File: config.mk
export PLATFORM = sky130hd
export DESIGN_NAME = smcg_sleep_ctrl
export DESIGN_NICKNAME = d
export VERILOG_FILES = /design/src/rtl/smcg_pkg.sv /design/src/rtl/smcg_sleep_ctrl.sv /design/src/rtl/smcg_wake_timer.sv
export SDC_FILE = /design/constraint.sdc
export NUM_CORES = 1
export LEC_CHECK = 0
export ABC_AREA = 1
export ABC_CLOCK_PERIOD_IN_PS = 3400
export BUFFER_PORTS_ARGS = -buffer_cell sky130_fd_sc_hd__buf_2
export CORE_UTILIZATION = 50
export CTS_BUF_LIST = sky130_fd_sc_hd__clkbuf_8
export DETAILED_ROUTE_END_ITERATION = 8
export GPL_TIMING_DRIVEN = 0
export PLACE_DENSITY = 0.75
export SYNTH_ARGS = -nofsm -noshare
export SYNTH_HDL_FRONTEND = slang
export SYNTH_SLANG_ARGS = --single-unit
File: constraint.sdc
create_clock -name clk_sys_i -period 3.4 [get_ports clk_sys_i]
set_input_delay 0.34 -clock clk_sys_i [delete_from_list [all_inputs] [get_ports clk_sys_i]]
set_output_delay 0.34 -clock clk_sys_i [all_outputs]
set_load 0.005 [all_outputs]
File: src/rtl/smcg_pkg.sv
package smcg_pkg;

	// Sleep mode selection codes
	localparam logic [2:0] SMCG_MODE_IDLE = 3'h0;
	localparam logic [2:0] SMCG_MODE_ADCNR = 3'h1;
	localparam logic [2:0] SMCG_MODE_PDOWN = 3'h2;
	localparam logic [2:0] SMCG_MODE_PSAVE = 3'h3;
	localparam logic [2:0] SMCG_MODE_STDBY = 3'h6;
	localparam logic [2:0] SMCG_MODE_XSTDBY = 3'h7;

	// Oscillator restart wait, in ns, and derived cycle count
	localparam int SMCG_CLK_PERIOD_NS = 5;
	localparam int SMCG_OSC_START_NS = 1000;
	localparam int SMCG_OSC_START_CYC =
		(SMCG_OSC_START_NS + SMCG_CLK_PERIOD_NS - 1) / SMCG_CLK_PERIOD_NS;
	// Fast restart when the oscillator kept running
	localparam int SMCG_FAST_START_CYC = 6;

	// Reset values
	localparam logic [2:0] SMCG_MODE_RST = SMCG_MODE_IDLE;

	// Clock enables per domain
	typedef struct packed {
		logic cpu;
		logic sram;
		logic timer;
		logic spi;
		logic irq;
		logic adc;
		logic async_tmr;
		logic main_osc;
	} smcg_clk_en_t;

	localparam smcg_clk_en_t SMCG_EN_ALL = '{1'b1, 1'b1, 1'b1, 1'b1, 1'b1, 1'b1, 1'b1, 1'b1};

	typedef enum logic [3:0] {
		SMCG_ST_RUN = 4'h1,
		SMCG_ST_SLEEP = 4'h2,
		SMCG_ST_WAKE = 4'h4,
		SMCG_ST_RESUME = 4'h8
	} smcg_state_t;

endpackage

File: src/rtl/smcg_sleep_ctrl.sv
// What this block does
// - Six sleep modes, chosen by software mode select
// - Idle stops CPU, ADC and async timer; rest keeps running
// - Power-down stops oscillator and all functions
// - Power-down exits only on interrupt or reset
// - Power-save keeps only asynchronous timer clocked
// - ADC noise mode keeps ADC and async timer
// - Standby keeps main oscillator running, rest asleep
// - Extended standby keeps oscillator and async timer
`timescale 1ns/100ps
module smcg_sleep_ctrl import smcg_pkg::*; #(
	parameter int OSC_START_CYC = SMCG_OSC_START_CYC,
	parameter int FAST_START_CYC = SMCG_FAST_START_CYC
) (
	input wire logic clk_sys_i,
	input wire logic resetn_i,
	input wire logic sleep_en_i,
	input wire logic [2:0] sleep_mode_i,
	input wire logic sleep_req_i,
	input wire logic irq_pending_i,
	output smcg_clk_en_t clk_en_o,
	output logic asleep_o,
	output logic cpu_resume_o,
	output logic mode_err_o
);

	localparam int TW = 16;

	// ------------------------------------------------------------
	// Parameter check
	// ------------------------------------------------------------
	// A zero count would never finish the wake wait
	if (OSC_START_CYC < 1 || OSC_START_CYC >= (1 << TW) ||
		FAST_START_CYC < 1 || FAST_START_CYC >= (1 << TW)) begin : g_bad_start
		$error("smcg_sleep_ctrl: start-up counts out of range");
	end

	// ------------------------------------------------------------
	// Mode decode
	// ------------------------------------------------------------
	smcg_state_t state;
	smcg_state_t next_state;
	logic [2:0] mode;
	smcg_clk_en_t next_clk_en;

	// Requested mode, as seen on the select inputs
	wire sel_idle = (sleep_mode_i == SMCG_MODE_IDLE);
	wire sel_adcnr = (sleep_mode_i == SMCG_MODE_ADCNR);
	wire sel_pdown = (sleep_mode_i == SMCG_MODE_PDOWN);
	wire sel_psave = (sleep_mode_i == SMCG_MODE_PSAVE);
	wire sel_stdby = (sleep_mode_i == SMCG_MODE_STDBY);
	wire sel_xstdby = (sleep_mode_i == SMCG_MODE_XSTDBY);
	wire mode_valid = sel_idle || sel_adcnr || sel_pdown || sel_psave ||
		sel_stdby || sel_xstdby;

	// ------------------------------------------------------------
	// State decode
	// ------------------------------------------------------------
	wire st_run = (state == SMCG_ST_RUN);
	wire st_sleep = (state == SMCG_ST_SLEEP);
	wire st_resume = (state == SMCG_ST_RESUME);

	// ------------------------------------------------------------
	// Request qualification
	// ------------------------------------------------------------
	wire req_seen = sleep_en_i && sleep_req_i;
	wire enter = req_seen && mode_valid;
	wire bad_req = req_seen && !mode_valid;
	// Only a legal request seen while running is taken
	wire take = st_run && enter;

	// Latched mode: a stopped oscillator needs the slow restart
	wire in_pdown = (mode == SMCG_MODE_PDOWN);
	wire in_psave = (mode == SMCG_MODE_PSAVE);
	wire osc_off = in_pdown || in_psave;
	wire wake_evt = irq_pending_i;

	smcg_clk_en_t sleep_en_map;
	always_comb begin
		sleep_en_map = '0;
		unique case (mode)
			SMCG_MODE_IDLE: begin
				sleep_en_map = SMCG_EN_ALL;
				sleep_en_map.cpu = 1'b0;
				sleep_en_map.adc = 1'b0;
				sleep_en_map.async_tmr = 1'b0;
			end
			SMCG_MODE_ADCNR: begin
				sleep_en_map.adc = 1'b1;
				sleep_en_map.async_tmr = 1'b1;
				sleep_en_map.irq = 1'b1;
				sleep_en_map.main_osc = 1'b1;
			end
			SMCG_MODE_PDOWN: begin
				sleep_en_map = '0;
			end
			SMCG_MODE_PSAVE: begin
				sleep_en_map.async_tmr = 1'b1;
			end
			SMCG_MODE_STDBY: begin
				sleep_en_map.main_osc = 1'b1;
			end
			SMCG_MODE_XSTDBY: begin
				sleep_en_map.main_osc = 1'b1;
				sleep_en_map.async_tmr = 1'b1;
			end
			default: begin
				sleep_en_map = SMCG_EN_ALL;
			end
		endcase
	end

	// ------------------------------------------------------------
	// Wake timer
	// ------------------------------------------------------------
	wire timer_done;
	wire timer_load = st_sleep && wake_evt;
	wire [TW-1:0] start_cyc = osc_off ? TW'(OSC_START_CYC) : TW'(FAST_START_CYC);

	smcg_wake_timer #(
		.WIDTH(TW)
	) u_wake_timer (
		.clk_sys_i(clk_sys_i),
		.resetn_i(resetn_i),
		.load_i(timer_load),
		.count_i(start_cyc),
		.done_o(timer_done)
	);

	// ------------------------------------------------------------
	// Sequencer
	// ------------------------------------------------------------
	always_comb begin
		next_state = state;
		next_clk_en = clk_en_o;
		unique case (state)
			SMCG_ST_RUN: begin
				next_clk_en = SMCG_EN_ALL;
				if (enter) begin
					next_state = SMCG_ST_SLEEP;
				end
			end
			SMCG_ST_SLEEP: begin
				next_clk_en = sleep_en_map;
				if (wake_evt) begin
					next_state = SMCG_ST_WAKE;
					next_clk_en.main_osc = 1'b1;
				end
			end
			SMCG_ST_WAKE: begin
				next_clk_en.main_osc = 1'b1;
				if (timer_done) begin
					next_state = SMCG_ST_RESUME;
					next_clk_en = SMCG_EN_ALL;
				end
			end
			SMCG_ST_RESUME: begin
				next_clk_en = SMCG_EN_ALL;
				next_state = SMCG_ST_RUN;
			end
		endcase
	end

	// ------------------------------------------------------------
	// Status decode
	// ------------------------------------------------------------
	wire next_asleep = (next_state != SMCG_ST_RUN);
	wire next_resume = st_resume && (next_state == SMCG_ST_RUN);
	wire next_mode_err = st_run && bad_req;

	// ------------------------------------------------------------
	// State register
	// ------------------------------------------------------------
	always_ff @(posedge clk_sys_i or negedge resetn_i) begin
		if (!resetn_i) begin
			state <= SMCG_ST_RUN;
		end else begin
			state <= next_state;
		end
	end

	// ------------------------------------------------------------
	// Mode latch
	// ------------------------------------------------------------
	// Held for the whole sleep so a changing select cannot alter the map
	always_ff @(posedge clk_sys_i or negedge resetn_i) begin
		if (!resetn_i) begin
			mode <= SMCG_MODE_RST;
		end else if (take) begin
			mode <= sleep_mode_i;
		end
	end

	// ------------------------------------------------------------
	// Clock enable register
	// ------------------------------------------------------------
	// Reset leaves every domain clocked, which is also a power-down exit
	always_ff @(posedge clk_sys_i or negedge resetn_i) begin
		if (!resetn_i) begin
			clk_en_o <= SMCG_EN_ALL;
		end else begin
			clk_en_o <= next_clk_en;
		end
	end

	// ------------------------------------------------------------
	// Status outputs
	// ------------------------------------------------------------
	always_ff @(posedge clk_sys_i or negedge resetn_i) begin
		if (!resetn_i) begin
			asleep_o <= 1'b0;
			cpu_resume_o <= 1'b0;
			mode_err_o <= 1'b0;
		end else begin
			asleep_o <= next_asleep;
			cpu_resume_o <= next_resume;
			mode_err_o <= next_mode_err;
		end
	end

endmodule

File: src/rtl/smcg_wake_timer.sv
`timescale 1ns/100ps
module smcg_wake_timer import smcg_pkg::*; #(
	parameter int WIDTH = 16
) (
	input wire logic clk_sys_i,
	input wire logic resetn_i,
	input wire logic load_i,
	input wire logic [WIDTH-1:0] count_i,
	output logic done_o
);

	logic [WIDTH-1:0] count;
	wire busy = (count != '0);

	// Counter must be at least one bit and stay within an int
	if (WIDTH < 1 || WIDTH > 31) begin : g_bad_width
		$error("smcg_wake_timer: WIDTH out of range");
	end

	always_ff @(posedge clk_sys_i or negedge resetn_i) begin
		if (!resetn_i) begin
			count <= '0;
			done_o <= 1'b0;
		end else begin
			done_o <= busy && (count == {{(WIDTH-1){1'b0}}, 1'b1});
			if (load_i) begin
				count <= count_i;
			end else if (busy) begin
				count <= count - {{(WIDTH-1){1'b0}}, 1'b1};
			end
		end
	end

endmodule

**After elaboration in Yosys (flattened, before gate mapping)**

Cells that the tools add are included.

- Register bits: 35
- Output and inout bits: 11
- Logic and storage cells: 72

- Add/subtract/negate cells: 1
- Equal/unequal tests: 18
- Muxes and demuxes: 14
- Reductions and logical operators: 24

Operators by type and width:

| kind | count |
|---|---|
| 16-bit two-way mux | 2 |
| 8-bit one-hot mux with 3 select lines | 1 |
| 16-bit by 1-bit equality test with 1-bit output, second input constant | 1 |
| 8-bit two-way mux | 2 |
| 4-bit one-hot mux with 4 select lines | 1 |
| 16-bit nonzero test | 1 |
| 16-bit by 1-bit subtractor with 16-bit output, second input constant | 1 |
| 3-bit by 2-bit equality test with 1-bit output, second input constant | 4 |
| 3-bit equality test, second input constant | 4 |
| 4-bit two-way mux | 3 |
| 4-bit by 1-bit equality test with 1-bit output, second input constant | 2 |
| 1-bit logical AND | 8 |
| 4-bit one-hot mux with 2 select lines | 1 |
| 3-bit by 1-bit equality test with 1-bit output, second input constant | 2 |
| 3-bit zero test | 2 |
| 1-bit logical OR | 6 |
| 5-bit OR reduction | 1 |
| 4-bit by 2-bit equality test with 1-bit output, second input constant | 1 |
| 4-bit by 3-bit equality test with 1-bit output, second input constant | 1 |
| 4-bit equality test, second input constant | 1 |
| 4-bit by 1-bit != test with 1-bit output, second input constant | 1 |
| 2-bit one-hot mux with 2 select lines | 1 |
| 2-bit OR reduction | 2 |
| 4-bit OR reduction | 1 |
| other kinds (5) | 7 |

**Longest topological paths before layout**

Gate-level depths: netlist of run 1.

- Word-level depth: 11
- Depth in mapped cells: 9

**Modules after synthesis**

Synthesis of run 1 repeated with hierarchy kept, for this count alone.

- Cells, all modules: 295
- Area, all modules: 2053.2 um2

By module, submodules not included:

| module | times used | cells an instance | area each (um2) | seq. area each (um2) |
|---|---|---|---|---|
| smcg_wake_timer | 1 | 192 | 1256.2 | 425.4 |
| smcg_sleep_ctrl | 1 | 103 | 797.0 | 409.1 |

**Worst setup path after synthesis of run 1**

No wires, ideal clock.

- Kind: reg2reg
- From: reg u_wake_timer.count[0]
- To: reg u_wake_timer.count[6]
- Arrival time: 1.273 ns
- Slack: 2.003 ns
- Cell stages (with the launch flop): 8
- Clock period less this slack: 1.397 ns
- Cells stage by stage: dfrtp_1 > inv_1 > ha_1 > nand2_2 > nor2_4 > nand3_2 > o21ai_0 > nor2_1

- Word-level cells in the longest chain between the ends: 3
- Elaborated cells between the ends (all ways): 5
- Classes of those cells: add/sub (1); mux (2); reduce/logical (2)

Ends and longest elaborated chain:

| item | line | RTL |
|---|---|---|
| start: declaration | smcg_wake_timer.sv:12 | `logic [WIDTH-1:0] count;` |
| start signal: assignment | smcg_wake_timer.sv:27 | `count <= count_i;` |
| start signal: assignment | smcg_wake_timer.sv:29 | `count <= count - {{(WIDTH-1){1'b0}}, 1'b1};` |
| 16-bit by 1-bit subtractor with 16-bit output | smcg_wake_timer.sv:29 |  |
| 16-bit two-way mux | smcg_wake_timer.sv:28 | `end else if (busy) begin` |
| 16-bit two-way mux | smcg_wake_timer.sv:26 | `if (load_i) begin` |

Parallel ways exist; a longest one is shown, timed or not. The select of a mux whose other input is x is not followed.
A chain may end at the register's enable or synchronous reset.

**Worst setup path in the final report of run 1**

- From: reg u_wake_timer.count[0]
- To: reg u_wake_timer.count[15]

The elaborated chain is that of the path after synthesis.

==> load_flow_metrics.sql, run 1 <==
INSERT INTO impl_metrics (metric_group, metric, value, unit) VALUES
('outcome', 'run_status', 'finished, final reports clean', ''),
('min_path', 'timing.hold.worst.class', 'in2async', ''),
('yosys', 'synthesis.area', '1850', 'um^2'),
('placed_design', 'dp_hpwl', '2540', 'um'),
('detailed_routing', 'first_iter_violations', '116', ''),
('clocking', 'clock-sinks', '33', ''),
('detailed_routing', 'vias', '1518', ''),
('critical_path', 'path_buf_inv', '2', ''),
('critical_path', 'worst_path_max_delay_cell', 'sky130_fd_sc_hd__dfrtp_1', ''),
('clocking', 'clock_insertion_delay_worst_skew', '0.28', 'ns'),
('sta', 'clock-skew-final', '0.00288', 'ns'),
('finish', 'final_common_cell', 'sky130_fd_sc_hd__nand2_1', ''),
('floorplanning', 'initial_core_util', '53.8', '%'),
('power_and_ir_drop', 'power_density', '842', 'nW/um^2'),
('power_and_ir_drop', 'comb_power_share', '45.4', '%'),
('clocking', 'post_cts.repair.setup_buffers', '0', ''),
('clocking', 'cts_resized', '0', ''),
('floorplanning', 'die-area', '3950', 'um^2'),
('detailed_routing', 'postRouteWirelength', '3440', 'um'),
('finish', 'most-common-layout-cells', 'sky130_fd_sc_hd__nand2_1 (50), sky130_fd_sc_hd__nor2_1 (44), sky130_fd_sc_hd__inv_1 (30)', ''),
('sta', 'final_report_hold_violation_count', '0', ''),
('power_and_ir_drop', 'power.internal', '994', 'uW'),
('floorplanning', 'die_h', '62.9', 'um'),
('detailed_routing', 'drt_drc_violations_left', '0', ''),
('clocking', 'cts.clk_slew.worst_paths', '0.07', 'ns'),
('yosys', 'synth.mux.area_fraction', '0', '%'),
('detailed_routing', 'met3WireLength', '114', 'um'),
('yosys', 'synth_xor_xnor_area_share', '0', '%'),
('detailed_routing', 'detail_route.first_pass.iterations', '4', ''),
('yosys', 'postSynthCellCount', '237', ''),
('power_and_ir_drop', 'power_total', '1.76', 'mW'),
('flow_run', 'max_cap_violations', '0', ''),
('power_and_ir_drop', 'peakVddDrop', '0.000428', 'V'),
('placed_design', 'io_buffers', '18', ''),
('yosys', 'synth_compound_area_share', '7.23', '%'),
('critical_path', 'arrival', '1.81', 'ns'),
('finish', 'final_layout_size_suffix_gt1_share', '22.1', '%'),
('finish', 'antennaDiodeCount', '0', ''),
('power_and_ir_drop', 'pwr-share-clk', '16.7', '%'),
('yosys', 'syn_avg_cell_area', '7.81', 'um^2'),
('sta', 'timing.max_slew.rel_slack', '53.6', '%'),
('detailed_routing', 'wire_per_inst', '11.1', 'um'),
('sta', 'timing.fmax', '612', 'MHz'),
('finish', 'area_growth', '12.9', '%'),
('yosys', 'synth-seq-cells', '33', ''),
('clocking', 'cts_tree', 'yes', ''),
('power_and_ir_drop', 'leakage_power', '1.04', 'nW'),
('sta', 'post_route_fraction_of_the_period_consumed_by_the_critical_path', '48.1', '%'),
('detailed_routing', 'drt-met1-wl', '1730', 'um'),
('clocking', 'cts-root-to-sink-buffers', '2', ''),
('sta', 'layout_min_cycle_time', '1.64', 'ns'),
('finish', 'fin_nets', '272', ''),
('power_and_ir_drop', 'p_sw', '767', 'uW'),
('sta', 'worst_slew_pin_slew', '0.696', 'ns'),
('power_and_ir_drop', 'seq_power_share', '37.8', '%'),
('clocking', 'cts.root.buffer_cell', 'sky130_fd_sc_hd__clkbuf_8', ''),
('critical_path', 'crit_chain', 'inv_1 > ha_1 > nand2_2 > nor2_4 > nand3_2 > inv_2 > nor2_1', ''),
('yosys', 'synth-simple-area-share', '38.0', '%'),
('critical_path', 'cp_max_fo', '7', ''),
('critical_path', 'critical-path-max-stage-delay', '0.40', 'ns'),
('yosys', 'yosys_warnings', '0', ''),
('critical_path', 'cp.required', '3.58', 'ns'),
('yosys', 'largest_family_of_logic_cells_by_synthesized_area', 'simple AND/OR/NAND/NOR gates', ''),
('placed_design', 'gpl.final_weighted_congestion', '0.834', ''),
('floorplanning', 'fp.dieW', '62.9', 'um'),
('clocking', 'cts.htree.levels', '2', ''),
('global_route', 'number_of_global_route_vias_before_repair', '1411', ''),
('global_route', 'antenna_found_initial', '0', ''),
('critical_path', 'worst_setup_path_end_kind', 'register', ''),
('floorplanning', 'coreArea', '3440', 'um^2'),
('floorplanning', 'boundaryPins', '19', '');
==> through the flow <==
step	hold WS (ns)	area, um^2	utilization (%)	cells	setup slack, ns
finish	0.0893	2090	60.7	309	1.76
CTS	0.122	2090	60.7	309	1.76
floorplan	0.0444	1850	-	237	2.00
global placement	0.441	2000	58.1	301	1.80
detailed placement	0.433	2000	58.1	301	1.79
global route	0.151	2090	60.7	309	1.60
==> flip-flops by register name, summed over array words and instances, names as in the netlist <==
| signal | cells |
|---|---|
| mode | 3 |
| asleep_o | 1 |
| mode_err_o | 1 |
| state | 4 |
| clk_en_o | 6 |
| u_wake_timer.count | 16 |
| cpu_resume_o | 1 |
| u_wake_timer.done_o | 1 |
==> cell usage after synthesis <==
cell type / n / area share [%]
sky130_fd_sc_hd__nand2_1: 50 / 10
sky130_fd_sc_hd__nor2_1: 44 / 8.9
sky130_fd_sc_hd__inv_1: 30 / 6.1
sky130_fd_sc_hd__dfrtp_1: 26 / 35
sky130_fd_sc_hd__nand3_1: 25 / 6.8
sky130_fd_sc_hd__o21ai_0: 8 / 2.2
sky130_fd_sc_hd__dfstp_2: 7 / 9.9
sky130_fd_sc_hd__nor2_4: 5 / 3.0
sky130_fd_sc_hd__a31oi_1: 4 / 1.4
sky130_fd_sc_hd__buf_4: 3 / 1.2
sky130_fd_sc_hd__nand2_2: 3 / 1.0
sky130_fd_sc_hd__nor2_2: 3 / 1.0
sky130_fd_sc_hd__a21oi_1: 2 / 0.54
sky130_fd_sc_hd__a21oi_2: 2 / 0.95
sky130_fd_sc_hd__ha_1: 2 / 1.4
sky130_fd_sc_hd__nand3b_1: 2 / 0.81
sky130_fd_sc_hd__nand4_1: 2 / 0.68
sky130_fd_sc_hd__nor3_1: 2 / 0.54
sky130_fd_sc_hd__o21ai_1: 2 / 0.54
sky130_fd_sc_hd__and2_1: 1 / 0.34
sky130_fd_sc_hd__buf_2: 1 / 0.27
sky130_fd_sc_hd__buf_6: 1 / 0.61
sky130_fd_sc_hd__inv_2: 1 / 0.20
sky130_fd_sc_hd__nand3_2: 1 / 0.54
sky130_fd_sc_hd__nand3_4: 1 / 0.95
sky130_fd_sc_hd__nand4_4: 1 / 1.1
sky130_fd_sc_hd__nor2_8: 1 / 1.1
sky130_fd_sc_hd__nor4_1: 1 / 0.34
sky130_fd_sc_hd__o211ai_1: 1 / 0.41
sky130_fd_sc_hd__o21a_1: 1 / 0.41
sky130_fd_sc_hd__o21ai_2: 1 / 0.47
sky130_fd_sc_hd__o21bai_1: 1 / 0.41
sky130_fd_sc_hd__or2_0: 1 / 0.34
sky130_fd_sc_hd__or2_2: 1 / 0.34
==> path summary, 6_finish.rpt <==
path                                  startpoint                     end  slack [ns]  cells after the start
min                                     resetn_i  u_wake_timer.count[13]        0.09                      1
min in group clk_sys_i           sleep_mode_i[0]                 mode[0]        0.29                      3
max in group asynchronous               resetn_i   u_wake_timer.count[7]        2.85                      1
max reg2reg                u_wake_timer.count[0]  u_wake_timer.count[15]        1.76                      7
max                        u_wake_timer.count[0]  u_wake_timer.count[15]        1.76                      7
min reg2reg                              mode[1]             clk_en_o[3]        0.47                      1
==> logic make-up (layout without fill, tap and decap cells) <==
logic type,Yosys count,after routing
AND/OR/NAND/NOR,144,144
adder cells (fa/ha/maj),2,2
buffers and inverters,36,62
flip-flops,33,33
AO/OA/AOI/OAI,22,22
==> per-layer routing <==
layer  GRT usage [%]  up-vias
met5               0        -
met4            8.14        0
met3            5.47        6
met2            30.6       23
met1            27.6      691
li1                -      798
==> power by group through the flow <==
stage          registers [mW]  logic [mW]  clock network, mW
6_report                0.666       0.800              0.295
3_3_place_gp            0.667       0.780                  0
4_1_cts                 0.663       0.803              0.307
3_5_place_dp            0.671       0.796                  0
5_1_grt                 0.684       0.929              0.325
2_1_floorplan           0.649       0.635                  0
==> final cells by class <==
cell class	instances	area (um^2)
plain buffers	5	38.8
fillers	315	1350
flip-flops and latches	33	835
clock buffers	5	68.8
inverters	31	116
multi-input cells	168	862
well taps	46	57.6
repair buffers	18	90.1
clock inverters	3	22.5
(Power assumes the default switching activity.)
==> run 2: changes to the inputs <==
--- a/config.mk
+++ b/config.mk
@@ -5,14 +5,14 @@
 export SDC_FILE = /design/constraint.sdc
 export NUM_CORES = 1
 export LEC_CHECK = 0
-export ABC_AREA = 1
-export ABC_CLOCK_PERIOD_IN_PS = 3400
+export ABC_AREA = 0
+export ABC_CLOCK_PERIOD_IN_PS = 1400
 export BUFFER_PORTS_ARGS = -buffer_cell sky130_fd_sc_hd__buf_2
 export CORE_UTILIZATION = 50
 export CTS_BUF_LIST = sky130_fd_sc_hd__clkbuf_8
 export DETAILED_ROUTE_END_ITERATION = 8
 export GPL_TIMING_DRIVEN = 0
-export PLACE_DENSITY = 0.75
+export PLACE_DENSITY = 0.79
 export SYNTH_ARGS = -nofsm -noshare
 export SYNTH_HDL_FRONTEND = slang
 export SYNTH_SLANG_ARGS = --single-unit
==> constraint.sdc (replaced) <==
create_clock -name clk_sys_i -period 1.4 [get_ports clk_sys_i]
set_input_delay 0.14 -clock clk_sys_i [delete_from_list [all_inputs] [get_ports clk_sys_i]]
set_output_delay 0.14 -clock clk_sys_i [all_outputs]
set_load 0.005 [all_outputs]
==> run 2 against run 1 <==
- the run now ends with negative setup slack left
- critical path depth decreased by 2
- die area down 11%
- global-route usage up 8.9 points
- sequential share of layout area is 4.5 points lower
- combinational power grew to 3.4 times the previous value
- synthesized cell count down 31%
- via count is essentially flat
- count of clock-buffer cells in the layout up 1
- power rose to 3.1 times the previous value
- maximum frequency shrank 23%
- critical path type unchanged
- highest routed layer unchanged
==> load_flow_metrics.sql, run 2 <==
INSERT INTO impl_metrics (metric_group, metric, value, unit) VALUES
('clocking', 'cts.clk_slew.worst_paths', '0.07', 'ns'),
('clocking', 'cts-root-to-sink-buffers', '2', ''),
('global_route', 'grtUsageMet2', '50.4', '%'),
('clocking', 'clock_insertion_delay_worst_skew', '0.29', 'ns'),
('finish', 'largest_register_ffs', '16', ''),
('sta', 'timing.fmax', '470', 'MHz'),
('placed_design', 'io_buffers', '18', ''),
('sta', 'layout_min_cycle_time', '2.13', 'ns'),
('global_route', 'grt_first_pass_wirelength', '7210', 'um'),
('sta', 'rsz0062_at_grt', 'true', ''),
('sta', 'clock-skew-final', '0.00476', 'ns'),
('critical_path', 'cp.required', '1.62', 'ns'),
('placed_design', 'dp_hpwl', '2580', 'um'),
('finish', 'most-common-layout-cells', 'sky130_fd_sc_hd__dfrtp_1 (24), sky130_fd_sc_hd__buf_4 (18), sky130_fd_sc_hd__buf_2 (18)', ''),
('yosys', 'synthesis.area', '1640', 'um^2'),
('yosys', 'synth-seq-cells', '33', ''),
('yosys', 'netlist.top_cell.by_area', 'sky130_fd_sc_hd__dfrtp_1', ''),
('floorplanning', 'rows', '20', ''),
('global_route', 'number_of_global_route_vias_before_repair', '1496', ''),
('finish', 'fin_nets', '217', ''),
('yosys', 'ys.flop_type', 'sky130_fd_sc_hd__dfrtp_1', ''),
('global_route', 'grt-ovfl-total', '0', ''),
('sta', 'hold_slack', '0.0760', 'ns'),
('clocking', 'cts_tree', 'yes', ''),
('critical_path', 'setup.worst_path.start_class', 'register', ''),
('critical_path', 'arrival', '2.35', 'ns'),
('yosys', 'yosysMostFrequentCell', 'sky130_fd_sc_hd__dfrtp_1', ''),
('floorplanning', 'die-area', '3520', 'um^2'),
('detailed_routing', 'drt-vias-per-instance', '6.02', ''),
('yosys', 'ys_async_sr_fraction', '100', '%'),
('sta', 'final_report_hold_violation_count', '0', ''),
('clocking', 'clock-sinks', '33', ''),
('sta', 'post_route_fraction_of_the_period_consumed_by_the_critical_path', '152', '%'),
('global_route', 'grt.met1_usage', '32.9', '%'),
('yosys', 'postSynthCellCount', '164', ''),
('min_path', 'timing.hold.worst.class', 'in2reg', ''),
('yosys', 'synth_top_cells_by_count', 'sky130_fd_sc_hd__dfrtp_1 (26), sky130_fd_sc_hd__nor3_1 (11), sky130_fd_sc_hd__a21oi_1 (9), sky130_fd_sc_hd__nand2_1 (9), sky130_fd_sc_hd__o21ai_0 (9)', ''),
('flow_run', 'max_cap_violations', '0', ''),
('detailed_routing', 'ant_nets', '0', ''),
('clocking', 'cts.htree.levels', '2', ''),
('sta', 'timing.final.setup_violations', '26', ''),
('power_and_ir_drop', 'peakVddDrop', '0.00135', 'V'),
('finish', 'area_growth', '43.9', '%'),
('placed_design', 'gpl.final_weighted_congestion', '0.818', ''),
('critical_path', 'worst_setup_path_class', 'reg2reg', ''),
('placed_design', 'placement.cell_area', '1850', 'um^2'),
('clocking', 'cts.root.buffer_cell', 'sky130_fd_sc_hd__clkbuf_8', ''),
('floorplanning', 'boundaryPins', '19', ''),
('global_route', 'grtUsageTotal', '29.2', '%'),
('detailed_routing', 'drt_drc_violations_left', '0', ''),
('finish', 'layout.cell_area.non_filler', '2360', 'um^2'),
('power_and_ir_drop', 'power_density', '2320', 'nW/um^2'),
('sta', 'worst_slew_pin_slew', '0.728', 'ns'),
('yosys', 'synth_edf_count', '0', ''),
('global_route', 'grt_start_max_net_pins', '34', ''),
('yosys', 'synth_sequential_area_ratio', '50.8', '%'),
('detailed_routing', 'detail_route.first_pass.iterations', '4', ''),
('sta', 'timing_max_transition_violations_final', '0', ''),
('yosys', 'post_synth_net_total', '174', ''),
('finish', 'final_common_cell', 'sky130_fd_sc_hd__dfrtp_1', ''),
('detailed_routing', 'wire_per_inst', '19.4', 'um'),
('finish', 'top_regs', 'u_wake_timer.count: 16 flops, clk_en_o: 6 flops, state: 4 flops', ''),
('yosys', 'yosys_warnings', '0', ''),
('critical_path', 'worst_setup_path_end_kind', 'register', ''),
('outcome', 'violated_checks', 'negative setup slack', ''),
('global_route', 'antenna_found_initial', '0', ''),
('sta', 'final.setup.worst_slack', '-0.726', 'ns'),
('yosys', 'syn_avg_cell_area', '10.0', 'um^2'),
('yosys', 'synth_top_area_share', '39.6', '%'),
('finish', 'final_layout_size_suffix_gt1_share', '49.5', '%'),
('floorplanning', 'fp.dieW', '59.3', 'um'),
('floorplanning', 'die_h', '59.3', 'um'),
('detailed_routing', 'postRouteWirelength', '4890', 'um'),
('yosys', 'synth.top_cells.by_area', 'sky130_fd_sc_hd__dfrtp_1 (40%), sky130_fd_sc_hd__dfstp_2 (11%), sky130_fd_sc_hd__nor3_1 (3.4%)', ''),
('outcome', 'run_status', 'finished, violations left', ''),
('sta', 'timing.max_slew.rel_slack', '51.5', '%'),
('detailed_routing', 'vias', '1517', ''),
('yosys', 'number_of_different_library_cells_in_the_post_synthesis_netlist', '41', ''),
('finish', 'largest_register', 'u_wake_timer.count', ''),
('global_route', 'use_met3', '7.21', '%'),
('floorplanning', 'coreArea', '3080', 'um^2'),
('floorplanning', 'initial_core_util', '53.4', '%'),
('clocking', 'cts_buffers', '5', ''),
('finish', 'antennaDiodeCount', '0', ''),
('detailed_routing', 'first_iter_violations', '91', ''),
('power_and_ir_drop', 'leakage_power', '1.00', 'nW'),
('critical_path', 'reg2reg_slack', '-0.73', 'ns'),
('global_route', 'grt_most_used_layer', 'met2', ''),
('critical_path', 'cp_max_fo', '4', '');
## run 2: cell types whose count changed after synthesis, sizes merged, moves of 7 or more
cell    previous run  this run
nor2              53         8
nand3             27         4
clkbuf             0         8
or4                0         7
nand2             53         9
inv               31         6
nor3               2        11
## run 2: path summary, 6_finish.rpt
check | start | endpoint | cells after the start
worst max-delay path | u_wake_timer.count[6] | u_wake_timer.count[12] | 5
worst min-delay path | sleep_mode_i[0] | mode[0] | 2
worst max register to register | u_wake_timer.count[6] | u_wake_timer.count[12] | 5
worst min register to register | clk_en_o[3] | clk_en_o[3] | 2
max in group asynchronous | resetn_i | state[3] | 2
min in group asynchronous | resetn_i | u_wake_timer.count[4] | 2
## run 2: cells by family after synthesis
family	after synthesis	share of synthesized area (%)
XOR/XNOR	5	2.67
flip-flops	33	50.8
AO/OA/AOI/OAI	38	15.1
multiplexers	5	3.27
buffers and inverters	17	4.42
adder cells (fa/ha/maj)	2	1.52
AND/OR/NAND/NOR	64	22.2
## run 2: report_power, final
part	switching [mW]	leakage, nW	total, mW	internal (mW)
clock	0.370	0.0626	0.943	0.573
sequential	0.459	0.407	1.81	1.35
combinational	1.42	0.534	2.72	1.31
## run 2: critical path: stages (launching register included)
cell and delay [ns]:
sky130_fd_sc_hd__dfrtp_1 0.41, sky130_fd_sc_hd__or4_4 0.56, sky130_fd_sc_hd__buf_6 0.13, sky130_fd_sc_hd__or3_4 0.39, sky130_fd_sc_hd__or4_4 0.43, sky130_fd_sc_hd__a21oi_2 0.13
## run 2: layout make-up
class / instances / area (um^2)
clock buffers: 6 / 82.6
repair buffers: 43 / 310
clock inverters: 2 / 33.8
fillers: 198 / 714
inverters: 6 / 22.5
plain buffers: 4 / 33.8
flip-flops and latches: 33 / 837
multi-input cells: 114 / 988
well taps: 44 / 55.1
## run 2: routing by layer
metal | part of all wire (%) | up-vias
li1 | - | 678
met1 | 38 | 750
met2 | 53 | 63
met3 | 4.4 | 26
met4 | 5.0 | 0
met5 | 0 | -
## run 2: timing repair
action	CTS	global route
buffers inserted	20	7
pin swaps	21	21
endpoints found under the setup margin	28	29
hold buffers	1	0
resized for setup	44	21
hold endpoints to repair	26	0
## run 2: stage by stage
stage          TNS (ns)  util, %  power (mW)  std cells  worst slack [ns]
6_report         -11.76     76.8        5.48        252            -0.726
5_1_grt          -13.07     76.8        5.79        252            -0.778
4_1_cts          -10.31     72.9        4.99        248            -0.677
3_5_place_dp     -15.18     60.0        3.46        226             -1.02
3_3_place_gp     -13.49     60.0        3.31        226            -0.898
2_1_floorplan    -10.36        -        2.96        164            -0.775
